===== config.mk =====
export PLATFORM = sky130hd
export DESIGN_NAME = intr_cfg
export DESIGN_NICKNAME = d
export VERILOG_FILES = /design/src/intr_cfg_pkg.sv /design/src/intr_cfg.sv
export VERILOG_INCLUDE_DIRS = /design/src
export SDC_FILE = /design/constraint.sdc
export NUM_CORES = 1
export LEC_CHECK = 0
export ABC_AREA = 1
export BUFFER_PORTS_ARGS = -buffer_cell sky130_fd_sc_hd__buf_2
export CORE_AREA = 10 10 269 271
export CTS_BUF_LIST = sky130_fd_sc_hd__clkbuf_2
export DETAILED_ROUTE_END_ITERATION = 7
export DIE_AREA = 0 0 279 281
export GPL_TIMING_DRIVEN = 0
export MAX_ROUTING_LAYER = met4
export PLACE_DENSITY_LB_ADDON = 0.25
export SETUP_SLACK_MARGIN = 0.4
export SYNTH_ARGS = -nofsm -noshare
export SYNTH_HDL_FRONTEND = slang
export SYNTH_SLANG_ARGS = --single-unit

===== constraint.sdc =====
create_clock -name clk_in -period 58.6 [get_ports clk_in]
set_input_delay 5.86 -clock clk_in [delete_from_list [all_inputs] [get_ports clk_in]]
set_output_delay 5.86 -clock clk_in [all_outputs]
set_load 0.02 [all_outputs]

===== src/intr_cfg_regs.svh =====
// register offsets, field positions, reset values and codes of the
// interrupt priority configuration block
// assumes byte addresses on an 8-bit wishbone address, one word per register
`ifndef INTR_CFG_REGS_SVH
`define INTR_CFG_REGS_SVH

`define ADR_MODE 8'h00
`define ADR_CPUPRI 8'h04
`define ADR_ENABLE 8'h08
`define ADR_SENSE_HI 8'h0C
`define ADR_SENSE_LO 8'h10
`define ADR_PENDING 8'h14
`define ADR_PRIO_BASE 8'h40
`define ADR_PRIO_MASK 8'hC0

`define MODE_SEL_LSB 4
`define NMI_EDGE_BIT 3
`define CPU_PCE_BIT 7
`define XFER_PRI_LSB 4
`define AUTO_PRI_BIT 3
`define CPU_PRI_LSB 0
`define VD_ENABLE_BIT 14
`define VD_SENSE_LSB 12

`define MODE_ZERO 2'h0
`define MODE_TWO 2'h2
`define PRIO_RESET 3'h7
`define SENSE_LOW 2'h0
`define SENSE_FALL 2'h1
`define SENSE_RISE 2'h2
`define SENSE_BOTH 2'h3

`endif


===== src/intr_cfg_pkg.sv =====
// types shared by the interrupt priority configuration block
// assumes intr_cfg_regs.svh holds the numbers
`default_nettype none
package intr_cfg_pkg;

    localparam int NSRC = 64;  // four fields in each of sixteen priority registers
    localparam int NEXT = 13;  // external inputs 11..0 plus the voltage detect input
    localparam int NSYNC = 14; // external inputs plus the nonmaskable pin

    // classic wishbone request from the master
    typedef struct packed {
        logic cyc;
        logic stb;
        logic we;
        logic [7:0] adr;
        logic [31:0] dat;
        logic [3:0] sel;
    } wb_req_t;

    // wishbone answer
    typedef struct packed {
        logic ack;
        logic [31:0] dat;
    } wb_rsp_t;

    // current processor mask: flag of the condition register and three-bit mask
    typedef struct packed {
        logic single_mask_flag;
        logic [2:0] three_bit_interrupt_mask;
    } cpu_mask_t;

    // request presented to the processor
    typedef struct packed {
        logic req;
        logic [5:0] src;
        logic [2:0] lvl;
    } int_req_t;

    // all state of the block
    typedef struct packed {
        logic [NSYNC-1:0] sync1;
        logic [NSYNC-1:0] sync2;
        logic [NSYNC-1:0] sync3;
        logic [NSYNC-1:0] filt;
        logic [1:0] mode;
        logic nmi_edge;
        logic cpu_pce;
        logic [2:0] xfer_pri;
        logic auto_pri;
        logic [2:0] cpu_pri;
        logic [NEXT-1:0] enable;
        logic [NEXT-1:0][1:0] sense;
        logic [NEXT-1:0] pending;
        logic [NEXT-1:0] seen;
        logic [NSRC-1:0][2:0] prio;
        logic ack;
        logic [31:0] rdata;
        logic nmi_req;
        logic [NEXT-1:0] ext_req;
        int_req_t intr;
        logic cpu_wins;
    } state_t;

endpackage

`default_nettype wire


===== src/intr_cfg.sv =====
// interrupt priority configuration: mode, edge, priority and sense
// registers behind a classic wishbone slave, with pin sensing and arbitration
// assumes one clock, pins asynchronous to it, the processor supplies its mask
//
// Function
// - mode field: 00 mode 0, flag gates
// - mode 10 gates by three-bit mask, fields
// - nonmaskable edge: 0 falling, 1 rising
// - mode register reserved bits read zero
// - priority enable 0: processor always lowest
// - transfer controller level field, 0 to 7
// - auto enable copies processor mask into field
// - auto enable blocks software processor priority writes
// - auto off: field changes only by software
// - enabled: rank processor against transfer controller
// - four three-bit level fields per register
// - bits 15,11,7,3 zero; fields reset seven
// - requests pass only when enabled; reset off
// - input 14 driven by voltage detector
// - enable register reserved bits read zero
// - rise and fall sense bits per input
// - sense change may set pending flag
// - sense codes: low, fall, rise, both
// - pending sets on event; read-one-write-zero clears
//
// Our own choices: the register offsets and the Wishbone interface to the registers.
`timescale 1ns/100ps
`default_nettype none
`include "intr_cfg_regs.svh"

module intr_cfg (
    input wire logic clk_in, // 100 MHz system clock
    input wire logic rst_b_in, // asynchronous reset, active low
    input wire logic ce_in, // clock enable, freezes all state when low
    input wire intr_cfg_pkg::wb_req_t wb_in, // wishbone request
    output intr_cfg_pkg::wb_rsp_t wb_out, // wishbone answer
    input wire logic [11:0] irq_pin_b_in, // external request pins 11..0
    input wire logic nmi_pin_in, // nonmaskable request pin
    input wire logic volt_detect_b_in, // voltage detector request, input 14
    input wire intr_cfg_pkg::cpu_mask_t mask_in, // processor mask now in force
    input wire logic [intr_cfg_pkg::NSRC-intr_cfg_pkg::NEXT-1:0] periph_req_in, // other sources
    output logic [intr_cfg_pkg::NEXT-1:0] ext_req_out, // enabled pending requests
    output logic nmi_req_out, // one-cycle nonmaskable request
    output intr_cfg_pkg::int_req_t int_out, // request presented to the processor
    output logic [2:0] xfer_level_out, // transfer controller level
    output logic [2:0] cpu_level_out, // processor level
    output logic cpu_wins_out // processor outranks the transfer controller
);

    intr_cfg_pkg::state_t s; // registered state
    intr_cfg_pkg::state_t n; // next state

    logic hit; // request on the bus
    logic wr; // write takes effect at this edge
    logic rd_take; // read data taken at this edge
    logic [15:0] lane_m; // byte lane mask for the low half word
    logic [15:0] img; // merged register image
    logic [3:0] preg; // priority register index
    logic is_prio; // address falls in the priority window
    logic [intr_cfg_pkg::NEXT-1:0] det; // detection events this cycle
    logic [intr_cfg_pkg::NEXT-1:0] chg; // sense field changed this cycle
    logic [intr_cfg_pkg::NEXT-1:0] clr; // software clears this cycle
    logic [intr_cfg_pkg::NSRC-1:0] req; // all requests entering arbitration
    logic found; // some request is present
    logic [2:0] best_lvl; // highest level seen
    logic [5:0] best_src; // source holding it

    // detection for one input from its sense code and filtered level
    function automatic logic sense_hit(input logic [1:0] code, input logic old_l,
                                       input logic new_l);
        logic r;
        r = 1'b0;
        unique case (code)
            `SENSE_LOW: r = !new_l;
            `SENSE_FALL: r = old_l & !new_l;
            `SENSE_RISE: r = !old_l & new_l;
            `SENSE_BOTH: r = old_l ^ new_l;
        endcase
        return r;
    endfunction

    // thirteen-input vector as laid out in enable and pending registers
    function automatic logic [15:0] pack13(input logic [12:0] v);
        return {1'b0, v[12], 2'h0, v[11:0]};
    endfunction

    // inverse of pack13; reserved positions are dropped
    function automatic logic [12:0] unpack13(input logic [15:0] d);
        return {d[`VD_ENABLE_BIT], d[11:0]};
    endfunction

    // byte lane merge of a half word write
    function automatic logic [15:0] merge16(input logic [15:0] old_v,
                                            input logic [15:0] new_v,
                                            input logic [15:0] m);
        return (old_v & ~m) | (new_v & m);
    endfunction

    // image of one priority register; reserved bits read zero
    function automatic logic [15:0] prio_image(input logic [intr_cfg_pkg::NSRC-1:0][2:0] p,
                                               input logic [3:0] r);
        return {1'b0, p[{r, 2'h3}], 1'b0, p[{r, 2'h2}],
                1'b0, p[{r, 2'h1}], 1'b0, p[{r, 2'h0}]};
    endfunction

    // next state: bus slave, sensing, pending flags and arbitration
    always_comb begin
        n = s;
        hit = wb_in.cyc & wb_in.stb;
        // ack rises one cycle after the request; writes land on the ack edge
        n.ack = hit & !s.ack;
        wr = hit & wb_in.we & s.ack;
        rd_take = hit & !wb_in.we & s.ack;
        lane_m = {{8{wb_in.sel[1]}}, {8{wb_in.sel[0]}}};
        is_prio = (wb_in.adr & `ADR_PRIO_MASK) == `ADR_PRIO_BASE;
        preg = wb_in.adr[5:2];
        img = 16'h0000;

        // three-stage sampling; a change counts once stages two and three agree
        n.sync1 = {nmi_pin_in, volt_detect_b_in, irq_pin_b_in};
        n.sync2 = s.sync1;
        n.sync3 = s.sync2;
        for (int i = 0; i < intr_cfg_pkg::NSYNC; i++) begin
            n.filt[i] = (s.sync2[i] == s.sync3[i]) ? s.sync3[i] : s.filt[i];
        end

        // nonmaskable request on the selected edge
        n.nmi_req = s.nmi_edge ? (!s.filt[13] & n.filt[13])
                               : (s.filt[13] & !n.filt[13]);

        // per-input detection from the sense code
        for (int i = 0; i < intr_cfg_pkg::NEXT; i++) begin
            det[i] = sense_hit(s.sense[i], s.filt[i], n.filt[i]);
        end

        // mode register: only mode and edge bits are writable
        if (wr && wb_in.adr == `ADR_MODE && wb_in.sel[0]) begin
            n.mode = wb_in.dat[`MODE_SEL_LSB +: 2];
            n.nmi_edge = wb_in.dat[`NMI_EDGE_BIT];
        end

        // processor priority register
        if (wr && wb_in.adr == `ADR_CPUPRI && wb_in.sel[0]) begin
            n.cpu_pce = wb_in.dat[`CPU_PCE_BIT];
            n.xfer_pri = wb_in.dat[`XFER_PRI_LSB +: 3];
            n.auto_pri = wb_in.dat[`AUTO_PRI_BIT];
            // while tracking is on the field belongs to hardware
            if (!s.auto_pri) begin
                n.cpu_pri = wb_in.dat[`CPU_PRI_LSB +: 3];
            end
        end
        // tracking copies the mask now in force; the single flag zero-extends
        if (s.auto_pri) begin
            n.cpu_pri = (s.mode == `MODE_TWO) ? mask_in.three_bit_interrupt_mask
                                              : {2'h0, mask_in.single_mask_flag};
        end

        // enable register; reserved bits are not stored
        if (wr && wb_in.adr == `ADR_ENABLE) begin
            img = merge16(pack13(s.enable), wb_in.dat[15:0], lane_m);
            n.enable = unpack13(img);
        end

        // sense registers: high holds input 14 and 11..8, low holds 7..0
        if (wr && wb_in.adr == `ADR_SENSE_HI) begin
            img = merge16({2'h0, s.sense[12], 4'h0, s.sense[11:8]},
                          wb_in.dat[15:0], lane_m);
            n.sense[12] = img[`VD_SENSE_LSB +: 2];
            n.sense[11:8] = img[7:0];
        end
        if (wr && wb_in.adr == `ADR_SENSE_LO) begin
            img = merge16(s.sense[7:0], wb_in.dat[15:0], lane_m);
            n.sense[7:0] = img;
        end
        // a sense change is treated as an event, as the real sampler would see
        for (int i = 0; i < intr_cfg_pkg::NEXT; i++) begin
            chg[i] = n.sense[i] != s.sense[i];
        end

        // pending flags: written zero after read as one clears, set wins
        clr = '0;
        if (wr && wb_in.adr == `ADR_PENDING) begin
            clr = s.seen & ~unpack13(wb_in.dat[15:0]) & unpack13(lane_m);
            n.seen = s.seen & ~unpack13(lane_m);
        end
        if (rd_take && wb_in.adr == `ADR_PENDING) begin
            n.seen = s.seen | (s.pending & unpack13(lane_m));
        end
        n.pending = (s.pending & ~clr) | det | chg;
        n.ext_req = n.pending & n.enable;

        // priority registers; the field at bits 14..12 is the highest source
        if (wr && is_prio) begin
            img = merge16(prio_image(s.prio, preg), wb_in.dat[15:0], lane_m);
            n.prio[{preg, 2'h3}] = img[14:12];
            n.prio[{preg, 2'h2}] = img[10:8];
            n.prio[{preg, 2'h1}] = img[6:4];
            n.prio[{preg, 2'h0}] = img[2:0];
        end

        // read data is captured as ack rises; unmapped reads return zero
        if (hit && !wb_in.we && !s.ack) begin
            n.rdata = 32'h0000_0000;
            if (is_prio) begin
                n.rdata[15:0] = prio_image(s.prio, preg);
            end else begin
                unique case (wb_in.adr)
                    `ADR_MODE: begin
                        n.rdata[`MODE_SEL_LSB +: 2] = s.mode;
                        n.rdata[`NMI_EDGE_BIT] = s.nmi_edge;
                    end
                    `ADR_CPUPRI: begin
                        n.rdata[7:0] = {s.cpu_pce, s.xfer_pri, s.auto_pri, s.cpu_pri};
                    end
                    `ADR_ENABLE: n.rdata[15:0] = pack13(s.enable);
                    `ADR_SENSE_HI: n.rdata[15:0] = {2'h0, s.sense[12], 4'h0, s.sense[11:8]};
                    `ADR_SENSE_LO: n.rdata[15:0] = s.sense[7:0];
                    `ADR_PENDING: n.rdata[15:0] = pack13(s.pending);
                    default: n.rdata = 32'h0000_0000; // unmapped address
                endcase
            end
        end

        // arbitration: highest level wins, lower source index breaks ties
        req = {periph_req_in, s.ext_req};
        found = 1'b0;
        best_lvl = 3'h0;
        best_src = 6'h00;
        for (int k = intr_cfg_pkg::NSRC - 1; k >= 0; k--) begin
            if (req[k] && (!found || s.prio[k] >= best_lvl)) begin
                found = 1'b1;
                best_lvl = s.prio[k];
                best_src = 6'(k);
            end
        end
        // gating depends on mode; the prohibited codes present nothing
        unique case (s.mode)
            `MODE_ZERO: n.intr.req = found & !mask_in.single_mask_flag;
            `MODE_TWO: n.intr.req = found &
                (best_lvl > mask_in.three_bit_interrupt_mask);
            default: n.intr.req = 1'b0;
        endcase
        n.intr.src = best_src;
        n.intr.lvl = best_lvl;

        // processor against transfer controller; ties go to the controller
        n.cpu_wins = s.cpu_pce & (s.cpu_pri > s.xfer_pri);
    end

    // state register; reset priority fields to level seven, sampler stages and filter to one, the rest to zero
    always_ff @(posedge clk_in or negedge rst_b_in) begin
        if (!rst_b_in) begin
            s <= '0;
            s.prio <= {intr_cfg_pkg::NSRC{`PRIO_RESET}};
            s.sync1 <= '1;
            s.sync2 <= '1;
            s.sync3 <= '1;
            s.filt <= '1;
        end else if (ce_in) begin
            s <= n;
        end
    end

    // outputs straight from flip-flops
    assign wb_out.ack = s.ack;
    assign wb_out.dat = s.rdata;
    assign ext_req_out = s.ext_req;
    assign nmi_req_out = s.nmi_req;
    assign int_out = s.intr;
    assign xfer_level_out = s.xfer_pri;
    assign cpu_level_out = s.cpu_pri;
    assign cpu_wins_out = s.cpu_wins;
endmodule

`default_nettype wire


==> impl_table.tex, run 1 <==
\begin{tabular}{lr}
\hline
Metric & Value \\
\hline
\multicolumn{2}{l}{\textbf{Status}} \\
Run status & finished with violations \\
Violations in the final reports & setup timing \\
\multicolumn{2}{l}{\textbf{Yosys}} \\
Synthesized cell area & 26450 µm² \\
Distinct cell type count after synthesis & 57 \\
Synthesized area per cell & 7.227 µm² \\
Synthesized instance count & 3660 \\
Number of enable flip-flop cells after synthesis & 0 \\
Portion of the post-synthesis area used by sequential elements & 35.80\% \\
Post-synth ARST share & 100.0\% \\
Warnings, synthesis & 0 \\
Top flip-flop cell by instance count after synthesis & sky130\_fd\_sc\_hd\_\_dfstp\_2 \\
FF+latch count, synth & 366 \\
\multicolumn{2}{l}{\textbf{Routing}} \\
Post-Route WL & 105.3 mm \\
Residual antenna-violating net count after detailed routing & 0 \\
DRC violations left & 0 \\
Detailed-router iteration count before antenna repair & 6 \\
Via count normalized by instance count & 5.318 \\
Routed wire length per instance & 19.87 µm \\
Total number of vias & 28190 \\
Iteration-0 DRC count of the detailed router & 2281 \\
\multicolumn{2}{l}{\textbf{Setup path}} \\
Top cell family by delay on the critical path & simple AND/OR/NAND/NOR gates \\
Critical Path AT & 63380 ps \\
CP max stage delay & 300 ps \\
Cell with the largest stage delay on the worst path & sky130\_fd\_sc\_hd\_\_or2\_2 \\
Critical path startpoint category & input pin \\
Critical path type & input pin to flop \\
Required time reported for the critical path endpoint & 59630 ps \\
Type of element capturing the critical path & flop \\
Critical Path Fanout Max & 8 \\
Critical Path Most Common Cell & sky130\_fd\_sc\_hd\_\_nand2\_2 \\
Sum of buffers and inverters on the critical path & 139 \\
\multicolumn{2}{l}{\textbf{Die}} \\
DIE AREA & 78400 µm² \\
Initial core utilization & 39.60\% \\
Std cell rows & 95 \\
Core outline area & 66800 µm² \\
Die height & 281 µm \\
Number of I/O pins & 183 \\
DIE WIDTH & 279 µm \\
\multicolumn{2}{l}{\textbf{STA}} \\
RSZ-0062 raised after global routing & true \\
Final Cycle Share & 106.4\% \\
Slew at the pin closest to its max-slew limit & 1353 ps \\
Final count of negative-setup-slack endpoints & 10 \\
Max-slew headroom at the worst pin & 9.109\% \\
Setup clock skew after layout & 55.39 ps \\
Max Clk Rate & 0.01604 GHz \\
Worst-case setup margin in the final layout & -3750 ps \\
Hold violation count in the final report & 0 \\
Final worst path period need & 62350 ps \\
Pins Over Slew Limit & 0 \\
\multicolumn{2}{l}{\textbf{Placed design}} \\
Placed instance count & 4701 \\
IO buf count & 147 \\
Pre-CTS setup slack & -7271 ps \\
HPWL after detailed placement & 76.31 mm \\
Area of placed instances & 28950 µm² \\
Routability cong. & 0.9987 \\
\multicolumn{2}{l}{\textbf{Final layout}} \\
Fin nets & 4629 \\
Count of non-filler cells in the finished layout & 5301 \\
Most frequent cells in the layout & sky130\_fd\_sc\_hd\_\_nand2\_1, sky130\_fd\_sc\_hd\_\_buf\_4, sky130\_fd\_sc\_hd\_\_inv\_1, sky130\_fd\_sc\_hd\_\_o21ai\_0, sky130\_fd\_sc\_hd\_\_dfstp\_2 \\
Most common library cell in the layout ignoring fill and taps & sky130\_fd\_sc\_hd\_\_nand2\_1 \\
Layout cell share with drive strength beyond 1 & 36.88\% \\
Final design area excluding fillers & 33980 µm² \\
Util after Layout & 50.87\% \\
Area growth syn-to-layout & 28.46\% \\
\multicolumn{2}{l}{\textbf{Clocking}} \\
CTS sink cnt & 366 \\
CTS Root Buffer Type & sky130\_fd\_sc\_hd\_\_clkbuf\_2 \\
Clock buffers created by TritonCTS & 100 \\
Clock latency on the worst-skew pair & 1130 ps \\
Clock tree from TritonCTS & yes \\
Register clock-pin slew on the reported worst setup and hold paths & 100 ps \\
Buffers from clock root to sink, at most & 3 \\
Number of H-tree branching levels & 3 \\
\multicolumn{2}{l}{\textbf{GRT}} \\
Pin count of the biggest net entering global routing & 122 \\
GRT Total Usage & 26.38\% \\
Wire length of the first global-routing pass & 155.9 mm \\
Leftover overflow at the end of global routing & 0 \\
Antenna violations before repair & 3 \\
Number of global-route vias before repair & 27060 \\
\multicolumn{2}{l}{\textbf{Flow run}} \\
Max capacitance violation total & 0 \\
\multicolumn{2}{l}{\textbf{Min path}} \\
Class of the most critical hold timing path & flop to flop \\
\hline
\end{tabular}
## registers in the layout, indices dropped and copies added, names as in the netlist
signal / cells
s: 290
n: 28
wb_out: 17
ext_req_out: 13
int_out: 10
cpu_level_out: 3
xfer_level_out: 3
cpu_wins_out: 1
nmi_req_out: 1
## final timing paths
kind / start / to / slack [ps] / cells past startpoint
setup / recovery: periph_req_in[50] / int_out[9] / -3750 / 600
hold / removal: n[366] / n[366] / 470 / 2
setup reg to reg: s[249] / int_out[9] / 430 / 599
hold reg to reg: n[366] / n[366] / 470 / 2
max in group asynchronous: rst_b_in / s[198] / 52620 / 3
min in group asynchronous: rst_b_in / s[279] / 4550 / 1
## cells in the mapped netlist (4+ instances only)
| master | count | area share (%) |
|---|---|---|
| sky130_fd_sc_hd__clkbuf_1 | 93 | 1.3 |
| sky130_fd_sc_hd__o2111ai_1 | 5 | 0.17 |
| sky130_fd_sc_hd__ha_1 | 164 | 7.8 |
| sky130_fd_sc_hd__o21ai_0 | 543 | 10 |
| sky130_fd_sc_hd__o22ai_1 | 98 | 2.3 |
| sky130_fd_sc_hd__buf_6 | 4 | 0.17 |
| sky130_fd_sc_hd__o211ai_1 | 14 | 0.40 |
| sky130_fd_sc_hd__dfstp_2 | 248 | 25 |
| sky130_fd_sc_hd__nand3_1 | 147 | 2.8 |
| sky130_fd_sc_hd__a21oi_1 | 104 | 2.0 |
| sky130_fd_sc_hd__nor2_2 | 6 | 0.14 |
| sky130_fd_sc_hd__inv_1 | 465 | 6.6 |
| sky130_fd_sc_hd__o221ai_1 | 13 | 0.43 |
| sky130_fd_sc_hd__o21a_1 | 20 | 0.57 |
| sky130_fd_sc_hd__a31oi_1 | 12 | 0.28 |
| sky130_fd_sc_hd__and2_1 | 6 | 0.14 |
| sky130_fd_sc_hd__nor2_1 | 122 | 1.7 |
| sky130_fd_sc_hd__buf_1 | 6 | 0.085 |
| sky130_fd_sc_hd__inv_2 | 24 | 0.34 |
| sky130_fd_sc_hd__nand2_4 | 40 | 1.7 |
| sky130_fd_sc_hd__dfrtp_1 | 118 | 11 |
| sky130_fd_sc_hd__nor3_1 | 16 | 0.30 |
| sky130_fd_sc_hd__nand2_2 | 163 | 3.9 |
| sky130_fd_sc_hd__nand4_1 | 20 | 0.47 |
| sky130_fd_sc_hd__clkinv_1 | 4 | 0.057 |
| sky130_fd_sc_hd__nand2_1 | 998 | 14 |
| sky130_fd_sc_hd__a22oi_1 | 38 | 1.1 |
| sky130_fd_sc_hd__or2_2 | 8 | 0.19 |
| sky130_fd_sc_hd__a211oi_1 | 7 | 0.20 |
| sky130_fd_sc_hd__buf_4 | 63 | 1.8 |
| sky130_fd_sc_hd__o21ai_1 | 6 | 0.11 |
| sky130_fd_sc_hd__nand3_2 | 37 | 1.4 |
| sky130_fd_sc_hd__o31ai_1 | 7 | 0.20 |
## cells by family (layout without fill, tap and decap cells)
logic type / Yosys count / in the layout / share of synthesized area [%]
buffers and inverters: 666 / 1413 / 10.52
AOI/OAI and AO/OA: 884 / 884 / 18.57
adders and majority gates: 164 / 164 / 7.758
other: 1 / 22 / 0.01418
DFF: 366 / 366 / 35.80
and+or+nand+nor: 1579 / 1579 / 27.33
## tightest hold or removal path, delay by kind of cell, from the launching register on
kind	cells	cell delay, ps
flip-flops	1	380
AND/OR/NAND/NOR	2	90
## what timing repair did
| item | in CTS | in global routing |
|---|---|---|
| setup buffers | 320 | 96 |
| hold buffers | 0 | 0 |
| resized for setup | 96 | 174 |
| endpoints found under the setup margin | 10 | 10 |
| pin swaps | 251 | 319 |
## final cells by class
type,instances,area (µm²)
antenna,6,15.01
buffer,169,910.9
clock buffer,156,780.7
clock inverter,22,85.08
fill,6583,32820
inverter,497,1876
multi-input combinational,2643,15740
sequential,366,9469
tap,873,1092
timing repair buffer,569,4011
## metrics by stage
step	hold slack, ps	TNS, ps
5_1_grt	491.1	-81760
4_1_cts	469.1	-21790
2_1_floorplan	441.8	-3854
3_5_place_dp	454.5	-65650
3_3_place_gp	451.4	-61120
6_report	465.5	-32820
## layer usage
layer | routed length (µm) | global-route usage [%] | vias up
met1 | 42050 | 30.88 | 13300
met5 | 0 | - | -
met3 | 7809 | 4.785 | 307
met2 | 50260 | 43.50 | 1123
met4 | 5227 | 12.54 | 0
li1 | - | - | 13460
Power of run 1 is not shown: default switching activity piles up to over one toggle a cycle in this logic, so the estimate is an artifact.
==> run 2, diff against run 1 <==
CORE_AREA = 10 10 231 233   (was 10 10 269 271)
DIE_AREA = 0 0 241 243   (was 0 0 279 281)
==> run 2 against run 1 <==
- the run still ends with setup timing left
- non-clock buffer count is 230 lower
- final cell count is 9.2% lower
- fmax is 2.7% lower
- flip-flop and latch count stayed put
- final area is 5.1% lower
- first-iteration DRC count is 23% higher
- core utilization is 15 points higher
- critical path depth is 14 higher
- largest cell class unchanged
==> impl_table.tex, run 2 (synthesis gave the netlist of run 1 again) <==
\begin{tabular}{lr}
\hline
Metric & Value \\
\hline
\multicolumn{2}{l}{\textbf{Die}} \\
Die height & 243 µm (was 281 µm) \\
Number of I/O pins & 183 (unchanged) \\
DIE WIDTH & 241 µm (was 279 µm) \\
Core outline area & 48650 µm² (was 66800 µm²) \\
Std cell rows & 81 (was 95) \\
DIE AREA & 58560 µm² (was 78400 µm²) \\
Initial core utilization & 54.37\% (was 39.60\%) \\
\multicolumn{2}{l}{\textbf{STA}} \\
Setup clock skew after layout & 116.8 ps (was 55.39 ps) \\
Hold violation count in the final report & 0 (unchanged) \\
Slew at the pin closest to its max-slew limit & 1333 ps (was 1353 ps) \\
Final worst path period need & 64060 ps (was 62350 ps) \\
Max-slew headroom at the worst pin & 10.18\% (was 9.109\%) \\
Total Negative Setup Slacks & -49840 ps (was -32820 ps) \\
Final Cycle Share & 109.3\% (was 106.4\%) \\
Hold\_ws & 456.6 ps (was 465.5 ps) \\
RSZ-0062 raised after global routing & true (unchanged) \\
Pins Over Slew Limit & 0 (unchanged) \\
Max Clk Rate & 0.01561 GHz (was 0.01604 GHz) \\
Final count of negative-setup-slack endpoints & 10 (unchanged) \\
Worst-case setup margin in the final layout & -5459 ps (was -3750 ps) \\
\multicolumn{2}{l}{\textbf{GRT}} \\
Antenna violations before repair & 1 (was 3) \\
GRT Total Usage & 31.87\% (was 26.38\%) \\
Pin count of the biggest net entering global routing & 109 (was 122) \\
Leftover overflow at the end of global routing & 0 (unchanged) \\
Number of global-route vias before repair & 24830 (was 27060) \\
Wire length of the first global-routing pass & 141.3 mm (was 155.9 mm) \\
\multicolumn{2}{l}{\textbf{Final layout}} \\
Max FFs per register & 290 (unchanged) \\
Util after Layout & 66.26\% (was 50.87\%) \\
Largest register by flop count & s (unchanged) \\
Most frequent cells in the layout & sky130\_fd\_sc\_hd\_\_nand2\_1, sky130\_fd\_sc\_hd\_\_inv\_1, sky130\_fd\_sc\_hd\_\_o21ai\_0, sky130\_fd\_sc\_hd\_\_dfstp\_2, sky130\_fd\_sc\_hd\_\_buf\_4 (was sky130\_fd\_sc\_hd\_\_nand2\_1, sky130\_fd\_sc\_hd\_\_buf\_4, sky130\_fd\_sc\_hd\_\_inv\_1, sky130\_fd\_sc\_hd\_\_o21ai\_0, sky130\_fd\_sc\_hd\_\_dfstp\_2) \\
Most common library cell in the layout ignoring fill and taps & sky130\_fd\_sc\_hd\_\_nand2\_1 (unchanged) \\
Fin nets & 4396 (was 4629) \\
Final design area excluding fillers & 32230 µm² (was 33980 µm²) \\
Area growth syn-to-layout & 21.86\% (was 28.46\%) \\
Layout cell share with drive strength beyond 1 & 33.28\% (was 36.88\%) \\
\multicolumn{2}{l}{\textbf{Routing}} \\
Post-Route WL & 98.21 mm (was 105.3 mm) \\
DRC violations left & 0 (unchanged) \\
Iteration-0 DRC count of the detailed router & 2797 (was 2281) \\
Residual antenna-violating net count after detailed routing & 0 (unchanged) \\
Detailed-router iteration count before antenna repair & 7 (was 6) \\
Via count normalized by instance count & 5.771 (was 5.318) \\
Routed wire length per instance & 20.41 µm (was 19.87 µm) \\
Total number of vias & 27770 (was 28190) \\
\multicolumn{2}{l}{\textbf{Setup path}} \\
Cell with the largest stage delay on the worst path & sky130\_fd\_sc\_hd\_\_ha\_1 (was sky130\_fd\_sc\_hd\_\_or2\_2) \\
Critical path type & input pin to flop (unchanged) \\
Reg2Reg Depth & 613 (was 599) \\
Critical Path Most Common Cell & sky130\_fd\_sc\_hd\_\_nand2\_2 (unchanged) \\
Critical path startpoint category & input pin (unchanged) \\
Number of cells on the critical path & 614 (was 600) \\
Required time reported for the critical path endpoint & 59560 ps (was 59630 ps) \\
FF-to-FF Start & s[249] (unchanged) \\
Type of element capturing the critical path & flop (unchanged) \\
Critical Path Fanout Max & 8 (unchanged) \\
Critical Path AT & 65020 ps (was 63380 ps) \\
CP max stage delay & 280 ps (was 300 ps) \\
Launching element of the worst setup path & periph\_req\_in[50] (unchanged) \\
Top cell family by delay on the critical path & simple AND/OR/NAND/NOR gates (unchanged) \\
Sum of buffers and inverters on the critical path & 112 (was 139) \\
\multicolumn{2}{l}{\textbf{Placed design}} \\
Area of placed instances & 28620 µm² (was 28950 µm²) \\
Routability cong. & 1.037 (was 0.9987) \\
IO buf count & 147 (unchanged) \\
HPWL after detailed placement & 71.88 mm (was 76.31 mm) \\
\multicolumn{2}{l}{\textbf{Min path}} \\
Class of the most critical hold timing path & flop to flop (unchanged) \\
Hold path startpoint & n[358] (was n[366]) \\
Number of instances on the worst hold path & 2 (unchanged) \\
\multicolumn{2}{l}{\textbf{Status}} \\
Violations in the final reports & setup timing (unchanged) \\
Run status & finished with violations (unchanged) \\
\multicolumn{2}{l}{\textbf{Clocking}} \\
Buffers from clock root to sink, at most & 3 (unchanged) \\
Clock buffers created by TritonCTS & 95 (was 100) \\
Register clock-pin slew on the reported worst setup and hold paths & 120 ps (was 100 ps) \\
Clock latency on the worst-skew pair & 1100 ps (was 1130 ps) \\
CTS sink cnt & 366 (unchanged) \\
Total of hold buffers inserted after clock tree synthesis & 0 (unchanged) \\
Clock tree from TritonCTS & yes (unchanged) \\
CTS Root Buffer Type & sky130\_fd\_sc\_hd\_\_clkbuf\_2 (unchanged) \\
Number of H-tree branching levels & 3 (unchanged) \\
\multicolumn{2}{l}{\textbf{Flow run}} \\
Max capacitance violation total & 0 (unchanged) \\
\hline
\end{tabular}
## run 2: changes by cell type in the layout (fill, tap and decap cells not counted), sizes merged
| cell | before | now |
|---|---|---|
| buf | 643 | 413 |
| clkbuf | 250 | 239 |
| bufinv | 0 | 4 |
| diode | 6 | 2 |
| inv | 489 | 491 |
| nand2 | 1201 | 1203 |
## run 2: layout make-up
cell class                      count  area (µm²)
Fill cell                        4218       16410
Multi-Input combinational cell   2645       15970
Sequential cell                   366        9469
Timing Repair Buffer              339        2285
Inverter                          497        1876
Buffer                            169       910.9
Tap cell                          622       778.2
Clock buffer                      145       725.7
Clock inverter                     28       219.0
Antenna cell                        2       5.005
## run 2: final timing paths
kind | to | slack (ps)
worst max-delay path | int_out[9] | -5460
worst min-delay path | n[344] | 460
worst max register to register | int_out[9] | -1210
worst min register to register | n[344] | 460
max in group asynchronous | s[165] | 52440
min in group asynchronous | xfer_level_out[2] | 4710
## run 2: metal layers
metal	up-vias	wire length (µm)	global-route usage, %
met1	12960	37070	39.17
li1	12970	-	-
met4	0	5537	15.20
met2	1509	46030	50.20
met5	-	0	-
met3	335	9581	5.337
## run 2: per-stage QoR
step	setup slack, ps	instances
final	-5459	4813
after global routing	-10000	4812
after CTS	-5539	4635
after detailed placement	-7391	4448
after global placement	-6280	4444
after floorplan	-1164	3675
## run 2: what timing repair did
action                     CTS  global route
hold endpoints to repair     0             0
gates cloned                 0             2
resized for setup           20           279
setup buffers               14           174
setup endpoints to repair   10            10
pin swaps                   30           303
## run 2: worst register-to-register path, delay by kind of cell (launching register included)
family | cells | cell delay (ps)
flops | 1 | 700
simple gates | 318 | 24490
buf+inv | 111 | 6450
fa+ha+maj | 64 | 15920
compound gates | 120 | 12170
Power of run 2 is left out for the same reason.
